$ cat src/verilog/eaisr_pkg.sv
// constants and types shared by the external area interface select block
package eaisr_pkg;

  // ==========================================================
  // register bus
  localparam int unsigned ADDR_W = 4;
  localparam int unsigned DATA_W = 16;

  localparam logic [3:0] SRAM_MODE_OFS = 4'h0;
  localparam logic [3:0] BURST_ROM_OFS = 4'h2;
  localparam logic [3:0] IF_STATUS_OFS = 4'h4;

  localparam logic [15:0] SRAM_MODE_RST = 16'h0000;
  localparam logic [15:0] BURST_ROM_RST = 16'h0000;

  // writable bits; everything else reads zero
  localparam logic [15:0] SRAM_MODE_WMASK = 16'hFF00;
  localparam logic [15:0] BURST_ROM_WMASK = 16'hF3F3;

  // ==========================================================
  // field positions
  localparam int unsigned BYTE_SEL_LSB = 8;
  localparam int unsigned A0_ROM_BIT = 15;
  localparam int unsigned A0_LEN_LSB = 12;
  localparam int unsigned A0_WORDS_LSB = 8;
  localparam int unsigned A1_ROM_BIT = 7;
  localparam int unsigned A1_LEN_LSB = 4;
  localparam int unsigned A1_WORDS_LSB = 0;

  localparam int unsigned NUM_AREAS = 8;
  localparam int unsigned FIRST_MUXED_AREA = 3;

  // ==========================================================
  // decoded values
  localparam logic [5:0] BURST_WORDS_BASE = 6'h04;
  localparam logic [3:0] BURST_CYCLE_BASE = 4'h1;

  typedef enum logic [1:0] {
    EAISR_IF_BASIC = 2'b00,
    EAISR_IF_BYTE = 2'b01,
    EAISR_IF_ROM = 2'b10,
    EAISR_IF_MUXED = 2'b11
  } eaisr_if_type;

  typedef enum logic [0:0] {
    EAISR_APPLY_SYNCED = 1'b0,
    EAISR_APPLY_PENDING = 1'b1
  } eaisr_apply_type;

endpackage : eaisr_pkg

$ cat src/verilog/eaisr_regs.sv
// external area interface select registers and decoded per-area settings
//
// The register addresses and strobed register access were chosen for this implementation.
`timescale 1ns/10ps

module eaisr_regs (
  input wire logic clk,
  input wire logic rst_n,
  input wire logic ce,
  input wire logic [3:0] addr,
  input wire logic [15:0] wr_data,
  input wire logic wr_stb,
  input wire logic rd_stb,
  output logic [15:0] rd_data,
  input wire logic [7:0] area_8bit,
  input wire logic [7:0] area_muxed_sel,
  input wire logic ext_bus_busy,
  output logic [15:0] area_if_type,
  output logic [3:0] area0_burst_cycles,
  output logic [5:0] area0_burst_words,
  output logic [3:0] area1_burst_cycles,
  output logic [5:0] area1_burst_words,
  output logic cfg_pending
);

  // ==========================================================
  // software registers
  logic [15:0] sram_mode_select;
  logic [15:0] burst_rom_control;
  logic sram_hit;
  logic rom_hit;

  assign sram_hit = addr == eaisr_pkg::SRAM_MODE_OFS;
  assign rom_hit = addr == eaisr_pkg::BURST_ROM_OFS;

  // masked write keeps reserved bits at zero
  always_ff @(posedge clk or negedge rst_n) begin
    if (!rst_n) begin
      sram_mode_select <= eaisr_pkg::SRAM_MODE_RST;
    end else if (ce && wr_stb && sram_hit) begin
      sram_mode_select <= wr_data & eaisr_pkg::SRAM_MODE_WMASK;
    end
  end

  always_ff @(posedge clk or negedge rst_n) begin
    if (!rst_n) begin
      burst_rom_control <= eaisr_pkg::BURST_ROM_RST;
    end else if (ce && wr_stb && rom_hit) begin
      burst_rom_control <= wr_data & eaisr_pkg::BURST_ROM_WMASK;
    end
  end

  // ==========================================================
  // live decode of every area
  logic [7:0] byte_sel;
  logic [7:0] rom_sel;
  logic [7:0] muxed_sel;
  logic [15:0] live_if_type;
  logic [7:0] live_is_byte;

  assign byte_sel = sram_mode_select[eaisr_pkg::BYTE_SEL_LSB +: 8];

  // only areas 0 and 1 have a burst ROM mode; only 7..3 can be muxed
  assign rom_sel = {6'h00, burst_rom_control[eaisr_pkg::A1_ROM_BIT],
                    burst_rom_control[eaisr_pkg::A0_ROM_BIT]};
  assign muxed_sel = {area_muxed_sel[7:3], 3'h0};

  for (genvar i = 0; i < eaisr_pkg::NUM_AREAS; i++) begin : g_area
    eaisr_pkg::eaisr_if_type t;
    eaisr_area_decode u_dec (
      .byte_sel(byte_sel[i]),
      .rom_sel(rom_sel[i]),
      .muxed_sel(muxed_sel[i]),
      .width_8bit(area_8bit[i]),
      .if_type(t)
    );
    assign live_if_type[2*i +: 2] = t;
    assign live_is_byte[i] = t == eaisr_pkg::EAISR_IF_BYTE;
  end

  logic [3:0] live_a0_cycles;
  logic [5:0] live_a0_words;
  logic [3:0] live_a1_cycles;
  logic [5:0] live_a1_words;

  eaisr_burst_decode u_burst0 (
    .len_code(burst_rom_control[eaisr_pkg::A0_LEN_LSB +: 3]),
    .words_code(burst_rom_control[eaisr_pkg::A0_WORDS_LSB +: 2]),
    .burst_cycles(live_a0_cycles),
    .burst_words(live_a0_words)
  );

  eaisr_burst_decode u_burst1 (
    .len_code(burst_rom_control[eaisr_pkg::A1_LEN_LSB +: 3]),
    .words_code(burst_rom_control[eaisr_pkg::A1_WORDS_LSB +: 2]),
    .burst_cycles(live_a1_cycles),
    .burst_words(live_a1_words)
  );

  // ==========================================================
  // apply control
  // settings change only while the external bus is idle, so an access in
  // flight never sees its interface type switch under it
  eaisr_pkg::eaisr_apply_type state;
  eaisr_pkg::eaisr_apply_type next_state;
  logic mismatch;
  logic load_cfg;

  assign mismatch = live_if_type != area_if_type ||
                    live_a0_cycles != area0_burst_cycles ||
                    live_a0_words != area0_burst_words ||
                    live_a1_cycles != area1_burst_cycles ||
                    live_a1_words != area1_burst_words;

  assign load_cfg = ce && state == eaisr_pkg::EAISR_APPLY_PENDING && !ext_bus_busy;

  always_comb begin
    case (state)
      eaisr_pkg::EAISR_APPLY_SYNCED: begin
        next_state = mismatch ? eaisr_pkg::EAISR_APPLY_PENDING
                              : eaisr_pkg::EAISR_APPLY_SYNCED;
      end
      eaisr_pkg::EAISR_APPLY_PENDING: begin
        next_state = ext_bus_busy ? eaisr_pkg::EAISR_APPLY_PENDING
                                  : eaisr_pkg::EAISR_APPLY_SYNCED;
      end
      default: begin
        next_state = eaisr_pkg::EAISR_APPLY_SYNCED;
      end
    endcase
  end

  always_ff @(posedge clk or negedge rst_n) begin
    if (!rst_n) begin
      state <= eaisr_pkg::EAISR_APPLY_SYNCED;
    end else if (ce) begin
      state <= next_state;
    end
  end

  always_ff @(posedge clk or negedge rst_n) begin
    if (!rst_n) begin
      cfg_pending <= 1'b0;
    end else if (ce) begin
      cfg_pending <= next_state == eaisr_pkg::EAISR_APPLY_PENDING;
    end
  end

  // reset decodes: every area basic, one cycle, four words
  always_ff @(posedge clk or negedge rst_n) begin
    if (!rst_n) begin
      area_if_type <= 16'h0000;
      area0_burst_cycles <= eaisr_pkg::BURST_CYCLE_BASE;
      area0_burst_words <= eaisr_pkg::BURST_WORDS_BASE;
      area1_burst_cycles <= eaisr_pkg::BURST_CYCLE_BASE;
      area1_burst_words <= eaisr_pkg::BURST_WORDS_BASE;
    end else if (load_cfg) begin
      area_if_type <= live_if_type;
      area0_burst_cycles <= live_a0_cycles;
      area0_burst_words <= live_a0_words;
      area1_burst_cycles <= live_a1_cycles;
      area1_burst_words <= live_a1_words;
    end
  end

  // ==========================================================
  // read port
  logic [15:0] next_rd_data;

  always_comb begin
    next_rd_data = 16'h0000;
    if (rd_stb) begin
      case (addr)
        eaisr_pkg::SRAM_MODE_OFS: next_rd_data = sram_mode_select;
        eaisr_pkg::BURST_ROM_OFS: next_rd_data = burst_rom_control;
        eaisr_pkg::IF_STATUS_OFS: next_rd_data = area_if_type;
        default: next_rd_data = 16'h0000;
      endcase
    end
  end

  // data stand for exactly one cycle after the strobe
  always_ff @(posedge clk or negedge rst_n) begin
    if (!rst_n) begin
      rd_data <= 16'h0000;
    end else if (ce) begin
      rd_data <= next_rd_data;
    end
  end
endmodule : eaisr_regs

$ cat src/verilog/eaisr_area_decode.sv
// per-area interface type decode with fixed precedence
`timescale 1ns/10ps
module eaisr_area_decode (
  input wire logic byte_sel,
  input wire logic rom_sel,
  input wire logic muxed_sel,
  input wire logic width_8bit,
  output eaisr_pkg::eaisr_if_type if_type
);

  always_comb begin
    if (rom_sel) begin
      if_type = eaisr_pkg::EAISR_IF_ROM;
    end else if (muxed_sel) begin
      if_type = eaisr_pkg::EAISR_IF_MUXED;
    end else if (byte_sel && !width_8bit) begin
      if_type = eaisr_pkg::EAISR_IF_BYTE;
    end else begin
      if_type = eaisr_pkg::EAISR_IF_BASIC;
    end
  end

endmodule : eaisr_area_decode

$ cat src/verilog/eaisr_burst_decode.sv
// burst cycle length and word limit decode for one burst-capable area
`timescale 1ns/10ps
module eaisr_burst_decode (
  input wire logic [2:0] len_code,
  input wire logic [1:0] words_code,
  output logic [3:0] burst_cycles,
  output logic [5:0] burst_words
);

  // code plus one: 000 is one cycle, 111 is eight
  assign burst_cycles = {1'b0, len_code} + eaisr_pkg::BURST_CYCLE_BASE;

  // 4, 8, 16 or 32 words
  assign burst_words = eaisr_pkg::BURST_WORDS_BASE << words_code;

endmodule : eaisr_burst_decode

$ cat config.mk
export PLATFORM = sky130hd
export DESIGN_NAME = eaisr_regs
export DESIGN_NICKNAME = d
export VERILOG_FILES = /design/src/verilog/eaisr_pkg.sv /design/src/verilog/eaisr_regs.sv /design/src/verilog/eaisr_area_decode.sv /design/src/verilog/eaisr_burst_decode.sv
export SDC_FILE = /design/constraint.sdc
export NUM_CORES = 1
export LEC_CHECK = 0
export BUFFER_PORTS_ARGS = -buffer_cell sky130_fd_sc_hd__buf_2
export CORE_ASPECT_RATIO = 0.8
export CORE_MARGIN = 2
export CORE_UTILIZATION = 56
export CTS_CLUSTER_DIAMETER = 200
export DETAILED_ROUTE_END_ITERATION = 7
export MAX_ROUTING_LAYER = met4
export PLACE_DENSITY = 0.89
export SETUP_SLACK_MARGIN = 0.4
export SLEW_MARGIN = 40
export SYNTH_ARGS = -nofsm -noshare
export SYNTH_HDL_FRONTEND = slang
export SYNTH_SLANG_ARGS = --single-unit
$ cat constraint.sdc
create_clock -name clk -period 3.1 [get_ports clk]
set_input_delay 0.465 -clock clk [delete_from_list [all_inputs] [get_ports clk]]
set_output_delay 0.465 -clock clk [all_outputs]
set_load 0.01 [all_outputs]
* Yosys cells after proc, flatten, opt, wreduce, memory -nomap -nowiden
Cells that the tools add are included.
** Word-level totals
- Word-level logic and storage cells :: 68
- Flip-flop bits (word level) :: 73
- Output and inout bits :: 53
- Input port bits :: 42
** Operators by class
- Equality and inequality tests :: 7
- Shift-type cells :: 2
- $add $sub $neg :: 2
- Bitwise logic cells :: 1
- Reductions and logical operators :: 27
- Multiplexer cells :: 20
** Operator list (number)
- 16-bit one-hot mux with 3 select lines :: 1
- 16-bit 2-to-1 mux :: 1
- 16-bit inequality test :: 1
- 2-bit 2-to-1 mux :: 7
- 1-bit logical AND :: 13
- 6-bit inequality test :: 2
- 3-bit by 2-bit << shifter with 6-bit output, first input constant :: 2
- 1-bit 2-to-1 mux :: 10
- 1-bit zero test :: 9
- 3-bit by 1-bit adder with 4-bit output, second input constant :: 2
- 4-bit inequality test :: 2
- 4-bit by 2-bit == test with 1-bit output, second input constant :: 1
- 4-bit by 3-bit == test with 1-bit output, second input constant :: 1
- 4-bit zero test :: 1
- 1-bit logical OR :: 4
- 1-bit one-hot mux with 2 select lines :: 1
- 1-bit NOT :: 1

* Depth between registers and ports, before layout
Gate-level depths: netlist (run 1).
- Depth after elaboration :: 11
- Gate-level depth with buffers :: 8
- Mapped depth without buffers :: 7

* Hierarchy
Synthesis (run 1) repeated with hierarchy kept, for this count alone.
** Unflattened totals
- Cell total of the unflattened synthesis :: 308
- Area, all modules :: 3707.3 sq um
** By module, submodules not included
- eaisr_regs :: area each 3354.5 sq um, instances 1, seq. area each 1831.8 sq um, cells each 254
- eaisr_area_decode :: area each 25.0 sq um, instances 8, seq. area each 0.0 sq um, cells each 4
- eaisr_burst_decode :: area each 76.3 sq um, instances 2, seq. area each 0.0 sq um, cells each 11

* Worst setup path after synthesis (run 1)
OpenSTA, ideal clock, no wires.
- Kind :: input -> register
- Start point :: input addr[0]
- End point :: register burst_rom_control[12]
- Buffers on the path :: 3
- Cell stages on the path :: 7
- Setup time :: 0.125 ns
- Data required time :: 2.975 ns
- Arrival time :: 1.714 ns
- Path slack :: 1.261 ns
- Path through :: nor3_4 > and2_1 > buf_6 > and3_1 > buf_6 > buf_12 > mux2_4
** Between the ends
- Cells in the longest elaborated chain, start to end :: 2
** RTL lines
- start, declared :: line eaisr_regs.sv:10 : input wire logic [3:0] addr,
- 4-bit by 2-bit == test with 1-bit output :: line eaisr_regs.sv:34 : assign rom_hit = addr == eaisr_pkg::BURST_ROM_OFS;
- 1-bit logical AND :: line eaisr_regs.sv:48 : end else if (ce && wr_stb && rom_hit) begin
- end signal, assigned :: line eaisr_regs.sv:47 : burst_rom_control <= eaisr_pkg::BURST_ROM_RST;
- end signal, assigned :: line eaisr_regs.sv:49 : burst_rom_control <= wr_data & eaisr_pkg::BURST_ROM_WMASK;
- end, declared :: line eaisr_regs.sv:29 : logic [15:0] burst_rom_control;
No other way between the ends.
A chain may end at the register's enable or synchronous reset.

* Worst setup path after layout (run 1)
- Start point :: register burst_rom_control[4]
- End point :: register cfg_pending
** Between the ends
- Cells in the longest elaborated chain, start to end :: 6
** RTL lines
- 3-bit by 1-bit adder with 4-bit output :: line eaisr_burst_decode.sv:11 : assign burst_cycles = {1'b0, len_code} + eaisr_pkg::BURST_CYCLE_BASE;
- named net live_a1_cycles[1] :: line eaisr_regs.sv:83 : logic [3:0] live_a1_cycles;
- 4-bit inequality test :: line eaisr_regs.sv:112 : live_a1_cycles != area1_burst_cycles ||
- 1-bit logical OR :: line eaisr_regs.sv:111 : live_a0_words != area0_burst_words ||
- 1-bit logical OR :: line eaisr_regs.sv:112
- 1-bit 2-to-1 mux :: line eaisr_regs.sv:120 : next_state = mismatch ? eaisr_pkg::EAISR_APPLY_PENDING
- 1-bit one-hot mux with 2 select lines :: line eaisr_regs.sv:118 : case (state)
- end signal, assigned :: line eaisr_regs.sv:145 : cfg_pending <= next_state == eaisr_pkg::EAISR_APPLY_PENDING;
- end, declared :: line eaisr_regs.sv:23 : output logic cfg_pending
The timed path passes the listed nets, and every way through them passes these cells.

==> impl_results.md, run 1 <==
* Critical path endpoint category: flop
* Die width at 90.57 µm
* Setup tns final at 0 ps
* Synth Instances at between 300 and 400
* Largest net degree at the start of global routing at between 50 and 60
* Leak at 0.001927 µW
* Clock slew at the register clock pins of the worst setup and hold paths at roughly 70 ps
* IO buf count at 84
* Overall routing resource usage at 0.2800
* CP top delay family: compound AO/OA/AOI/OAI gates
* Initial antenna violation count at 0
* Floorplan core area at roughly 5800 µm²
* CP max-delay cell: dfrtp_1
* Post-route ant nets at 0
* Max transition margin at 0.5922
* Flop2flop setup slack at ~1100 ps
* Share of layout cells above drive strength 1 at 0.3678
* EDFF count, synth at 0
* Num CTS Buffers at 9
* Worst Reg-to-Reg Cells at 7
* Area contributors post-synth: dfrtp_1 48%, mux2_2 8.7%, xor2_1 5.2%, o21ai_0 4.2%, mux2_4 3.6%
* Top-area cell type share of the netlist area at 0.4771
* Leading cell type in the layout, fill and taps excluded: buf_2
* Crit path DAT at 2210 ps
* Max-cap violation count at 0
* Worst reg2reg startpoint: burst_rom_control[4]$_DFFE_PN0P_
* Mean Syn Cell Area at 10.90 µm²
* Htree depth at 3
* Worst VDD drop at between 0.4 and 0.5 mV
* WP buf/inv at 0
* Clock sinks at 68
* Die ar. at roughly 6600 µm²
* Total wire length at 8568 µm
* Period utilization at 0.6354
* Area Growth Syn to Fin at 19.79%
* Area leader, netlist: dfrtp_1
* Fin nets at 436
* Initial DRC count at around 250
* # rows at 25
* Worst r2r dst: cfg_pending$_DFFE_PN0P_
* Starting Density at 0.5739
* Footprint of the multi-input gates at roughly 1400 µm²
* Setup ws final at approximately 1100 ps
* RSZ-0062 raised after global routing: false
* Status: complete, no violations
* Netlist Area Pre-Place at roughly 3400 µm²
* Async set or reset register ratio after synthesis at 1.000
* Vias in the first global route at about 2,600
* Placement Setup Slack at 808.9 ps
* Type of the worst min-delay path: primary input to asynchronous set/reset pin
* Skew-Pair Late Insertion Delay at between 300 and 400 ps
* Synth unique cells at 39
* Post-Layout Cell Count at 478
* Cts-stage hold buffer count at 0
* Slowest stage delay, CP at 450 ps
* CTS max path bufs at 2
* Fillers at 445
* Final Util at 0.6875
* Fmax at 507.7 MHz
* Critical Path RT at 3340 ps
* I/O pin cnt at 95
* Post-CTS resize count at 0
* Global route overflow at 0
* Root Buffer: clkbuf_8
* PwrDens at around 650 nW/µm²
* Storage element area at 1707 µm²
* Placed Cells at approximately 460
* DIE HEIGHT at 73.25 µm
* Vias per cell at ~5.8
* Worst Skew at 9.214 ps
* # DRC at 0
* Worst Setup Path Type: flop to flop
* Total number of vias at roughly 2,800
* Pins over their slew limit at 0
* DRT Pass-1 Iters at 5
* Synth warnings at 0
* Register area share after synthesis at 0.5084
* Final setup fails at 0
* CTS tree: yes
* Final HPWL DP at between 6000 and 7000 µm
* Final Hold Vio Count at 0
* Most frequent cells in the layout: 83 x buf_2, 64 x dfrtp_1, 31 x nand2_1
* GPL Wtd Cong at roughly 0.86
* CP Depth at 7
* Critical-path maximum fanout at 6
* First-pass GRT wire length at about 14,000 µm
* Count of state elements after synthesis at 68
* Wire per inst at about 18 µm
* N_diodes at 0
* Worst-margin pin slew at 596.3 ps
* Final min period at just under 2000 ps
* Setup bufs post-CTS at 0
* Critical Path Start Type: flop
* Top_reg_cell synth: dfrtp_1
* Crit path cell chain: ha_1 -> xnor2_1 -> o21ai_0 -> a2111oi_0 -> nand3_1 -> nor3_1 -> a21oi_1
* Tot Pwr at around 2600 µW
-- synth_stat cells, types with 2 or more instances --
library cell,n
ha_1,2
nand2b_1,5
nand4_1,5
a22oi_1,13
a2111oi_0,3
buf_6,2
clkbuf_1,8
nor2_1,2
o21ai_0,28
o31ai_1,3
mux2_2,26
xnor2_1,5
buf_4,5
dfstp_2,4
nor4_1,2
nand3_1,4
dfrtp_1,64
mux2_4,8
nor3_1,3
buf_2,5
o22ai_1,13
and3_1,2
inv_1,23
mux2i_1,2
xor2_1,20
nand2_1,31
a21oi_1,8
-- through the flow --
stage | cell area (µm²) | hold slack, ps
floorplan | 3372 | 169.4
global placement | 3816 | 481.1
detailed placement | 3816 | 496.1
CTS | 4019 | 209.0
global route | 4021 | 93.48
finish | 4021 | 49.25
-- cell families (layout without fill, tap and decap cells) --
family	count (synthesis)	count (layout)	share of synthesized area
AND/OR/NAND/NOR	59	59	0.08871
AO/OA/AOI/OAI	73	73	0.1342
XOR/XNOR	25	25	0.06523
buffers and inverters	44	129	0.06597
other	1	5	0.001117
flip-flops	68	68	0.5084
multiplexers	36	36	0.1290
adder cells (fa/ha/maj)	2	2	0.007453
-- metal layers --
| metal | vias up | wire (µm) | global-route usage |
|---|---|---|---|
| li1 | 1235 | - | - |
| met1 | 1365 | 3522 | 0.3561 |
| met2 | 164 | 4131 | 0.4395 |
| met3 | 31 | 726 | 0.06974 |
| met4 | 0 | 187 | 0.1111 |
| met5 | - | 0 | - |
-- layout make-up --
class	instances	area share
sequential	68	0.4244
multi-input combinational	200	0.3591
timing repair buffer	90	0.1195
clock buffer	12	0.03858
clock inverter	4	0.01182
tap	81	0.02520
inverter	23	0.02147
-- worst reg2reg max path, cell delays in order (launching register included) --
cell and delay [ps]:
dfrtp_1 450, ha_1 360, xnor2_1 150, o21ai_0 120, a2111oi_0 370, nand3_1 120, nor3_1 180, a21oi_1 80
-- how the worst max path moves through the flow --
stage                                          start                                end  slack [ps]
floorplan                                    addr[0]  burst_rom_control[12]$_DFFE_PN0P_        1260
global placement                             addr[0]  burst_rom_control[15]$_DFFE_PN0P_         900
detailed placement                           addr[0]  burst_rom_control[12]$_DFFE_PN0P_         810
CTS                 burst_rom_control[4]$_DFFE_PN0P_            cfg_pending$_DFFE_PN0P_        1150
global route        burst_rom_control[4]$_DFFE_PN0P_            cfg_pending$_DFFE_PN0P_         980
finish              burst_rom_control[4]$_DFFE_PN0P_            cfg_pending$_DFFE_PN0P_        1130
-- state kept, by name, summed over array words and instances (netlist names) --
name	count
area0_burst_cycles	4
burst_rom_control	12
area1_burst_cycles	4
area0_burst_words	4
rd_data	16
area_if_type	15
cfg_pending	1
area1_burst_words	4
sram_mode_select	8
-- power by group --
group          switching, µW  internal, µW  total [µW]  leakage (µW)
logic                    323           301         624      0.000950
registers                196          1040        1240      0.000875
clock network            340           413         752      0.000102
No activity file was read; power rests on OpenSTA's default activity.
==> run 2: changes to the inputs <==
ABC_AREA = 1   (was unset)
CORE_UTILIZATION = 48   (was 56)
PLACE_DENSITY = 0.81   (was 0.89)
clock period = 1.6 ns   (was 3.1 ns; I/O delays follow)
==> impl_results.md, run 2 <==
* Post-route cell area at 4448 µm²
* Total number of vias at roughly 3,400
* Worst hold slack at roughly 120 ps
* Synth Instances at roughly 470
* Period utilization at 0.9606
* Async set or reset register ratio after synthesis at 1.000
* Main combinational cell family by area after synthesis: simple AND/OR/NAND/NOR gates
* Fin nets at 617
* Die width at between 100 and 150 µm
* Worst VDD drop at 0.6105 mV
* N_diodes at 0
* EDFF count, synth at 0
* Root Buffer: clkbuf_8
* Skew-Pair Late Insertion Delay at 360 ps
* Max-cap violation count at 0
* Netlist Area Pre-Place at 3560 µm²
* Reg with most FFs: rd_data
* Flop2flop setup slack at 60 ps
* Multiplexer share of the synthesized area at 0
* Top_reg_cell synth: dfrtp_1
* Slowest stage delay, CP at around 420 ps
* RSZ-0062 raised after global routing: true
* Overall routing resource usage at 0.2532
* Top-area cell type share of the netlist area at 0.4499
* Starting Density at 0.4885
* Synth unique cells at 32
* Adder-cell share of the synthesized area at 0.007030
* # rows at 28
* Clock slew at the register clock pins of the worst setup and hold paths at roughly 70 ps
* Final HPWL DP at 7227 µm
* Fmax at 650.6 MHz
* Largest net degree at the start of global routing at 31
* Worst Reg-to-Reg Cells at 12
* DRT Pass-1 Iters at 5
* Final Hold Vio Count at 0
* DIE HEIGHT at roughly 81 µm
* Crit path cell chain: ha_4 -> inv_1 -> nand2_1 -> nand2_1 -> nor2_1 -> nand2_1 -> nor2_1 -> nand2_1 -> nor2_1 -> nand3_1 -> nand2_1 -> a21oi_1
* CP max-delay cell: dfrtp_1
* Simple-Gate Fraction of Synth Area at 0.2274
* Mean Syn Cell Area at 7.526 µm²
* XOR/XNOR Fraction of Synth Area at 0.009842
* Worst reg2reg startpoint: burst_rom_control[5]$_DFFE_PN0P_
* Critical path endpoint category: flop
* Worst Skew at 9.514 ps
* Worst Setup Path Type: flop to flop
* Dpl cell area at 4155 µm²
* Top-count cell post-synth: nand2_1
* CTS max path bufs at 2
* Worst r2r dst: cfg_pending$_DFFE_PN0P_
* Max FFs per register at 16
* Tot Pwr at 4918 µW
* Num CTS Buffers at 9
* Htree depth at 3
* Largest registers: rd_data x16, area_if_type x15, burst_rom_control x12
* Area leader, netlist: dfrtp_1
* Pins over their slew limit at 0
* Synth top cells by count: 139 x nand2_1, 73 x inv_1, 64 x dfrtp_1
* Area contributors post-synth: dfrtp_1 45%, nand2_1 15%, inv_1 7.7%, o21ai_0 5.1%, o21ai_1 4.1%
* Vias in the first global route at 3,183
* Initial antenna violation count at 0
* Most frequent cells in the layout: 138 x nand2_1, 79 x buf_2, 73 x inv_1
* Clock sinks at 68
* CTS tree: yes
* PwrDens at approximately 1100 nW/µm²
* Footprint of the multi-input gates at around 1500 µm²
* GPL Wtd Cong at roughly 0.87
* Hold Crit Depth at 3
* Die ar. at 8125 µm²
* Final setup fails at 0
* Type of the worst min-delay path: primary input to flop
* # DRC at 0
* Hold Path Sink: area_if_type[13]$_DFFE_PN0P_
* Most common cell on crit path: nand2_1
* CP top delay family: simple AND/OR/NAND/NOR gates
* Count of state elements after synthesis at 68
* Storage element area at between 1500 and 2000 µm²
* Crit path DAT at around 1800 ps
* Initial DRC count at 170
* Vias per cell at slightly above 5
* Synth Area in Compound Gates at 0.1557
* Leak at approximately 0.0023 µW
* I/O pin cnt at 95
* Floorplan core area at about 7300 µm²
* Area Growth Syn to Fin at 24.96%
* Wire per inst at about 14 µm
* Global route overflow at 0
* Leading cell type in the layout, fill and taps excluded: nand2_1
* Critical-path maximum fanout at 3
* Status: complete, no violations
* Share of layout cells above drive strength 1 at 0.2630
* First-pass GRT wire length at roughly 15,000 µm
* Synth warnings at 0
* Hold Path Origin: area_muxed_sel[6]
* Fillers at around 660
* Critical Path Start Type: flop
* Final min period at between 1500 and 2000 ps
* Post-route ant nets at 0
* WP buf/inv at 1
* Critical Path RT at ~1800 ps
* IO buf count at 84
* Register area share after synthesis at 0.4794
* Total wire length at 9640 µm
run 2: cell types whose count changed after synthesis, moves of 6 or more:
cell and delta:
a21oi_2 +6, a22oi_1 -13, inv_1 +50, inv_2 +12, mux2_2 -26, mux2_4 -8, nand2_1 +108, nand3_1 +6
nor2_1 +34, o21ai_0 +8, o21ai_1 +29, xor2_1 -16
run 2: kinds of logic (layout without fill, tap and decap cells):
family	after synthesis	in the layout
xor+xnor	4	4
flops	68	68
simple gates	198	198
fa+ha+maj	2	2
buf+inv	103	204
other cells	1	5
compound gates	97	97
run 2: how the worst max path moves through the flow:
stage / endpoint / cells past startpoint / from
6_report: cfg_pending$_DFFE_PN0P_ / 12 / burst_rom_control[5]$_DFFE_PN0P_
5_1_grt: cfg_pending$_DFFE_PN0P_ / 12 / burst_rom_control[5]$_DFFE_PN0P_
4_1_cts: cfg_pending$_DFFE_PN0P_ / 12 / burst_rom_control[12]$_DFFE_PN0P_
3_3_place_gp: cfg_pending$_DFFE_PN0P_ / 12 / burst_rom_control[5]$_DFFE_PN0P_
3_5_place_dp: cfg_pending$_DFFE_PN0P_ / 12 / burst_rom_control[12]$_DFFE_PN0P_
2_1_floorplan: cfg_pending$_DFFE_PN0P_ / 12 / burst_rom_control[4]$_DFFE_PN0P_
run 2: where the power goes:
| part | internal (µW) | switching (µW) |
|---|---|---|
| clock network | 644 | 633 |
| logic | 567 | 854 |
| registers | 1980 | 239 |
| total | 3190 | 1730 |
run 2: worst reg2reg max path: stages (launching register included):
cell     delay (ps)
dfrtp_1         420
ha_4            290
inv_1            30
nand2_1          50
nand2_1          50
nor2_1           90
nand2_1          60
nor2_1           90
nand2_1          50
nor2_1           90
nand3_1          80
nand2_1          60
a21oi_1          50
run 2: repair_timing:
item,CTS,global route
endpoints found under the hold margin,14,0
resized for setup,4,9
setup endpoints to repair,24,29
gates cloned,0,2
buffers inserted,2,1
pin swaps,1,1
hold buffers,1,0
run 2: stage by stage:
step	TNS, ps	setup slack (ps)	instances	util
floorplan	0	158.3	477	-
global placement	0	116.9	646	0.5702
detailed placement	0	100.8	646	0.5702
CTS	0	74.84	665	0.6008
global route	-109.5	-109.5	668	0.6104
finish	0	63.05	668	0.6104
run 2: metal layers:
| metal | vias up | part of all wire | global-route usage |
|---|---|---|---|
| li1 | 1664 | - | - |
| met1 | 1551 | 0.45 | 0.3278 |
| met2 | 133 | 0.46 | 0.3973 |
| met3 | 15 | 0.087 | 0.07057 |
| met4 | 0 | 0.010 | 0.06438 |
| met5 | - | 0 | - |
run 2: layout make-up:
type | instances | area share
inverters | 87 | 0.07482
clock buffers | 14 | 0.03657
clock inverters | 2 | 0.002250
flip-flops and latches | 68 | 0.3840
well taps | 90 | 0.02532
repair inverters | 1 | 0.001406
repair buffers | 100 | 0.1451
multi-input cells | 306 | 0.3305
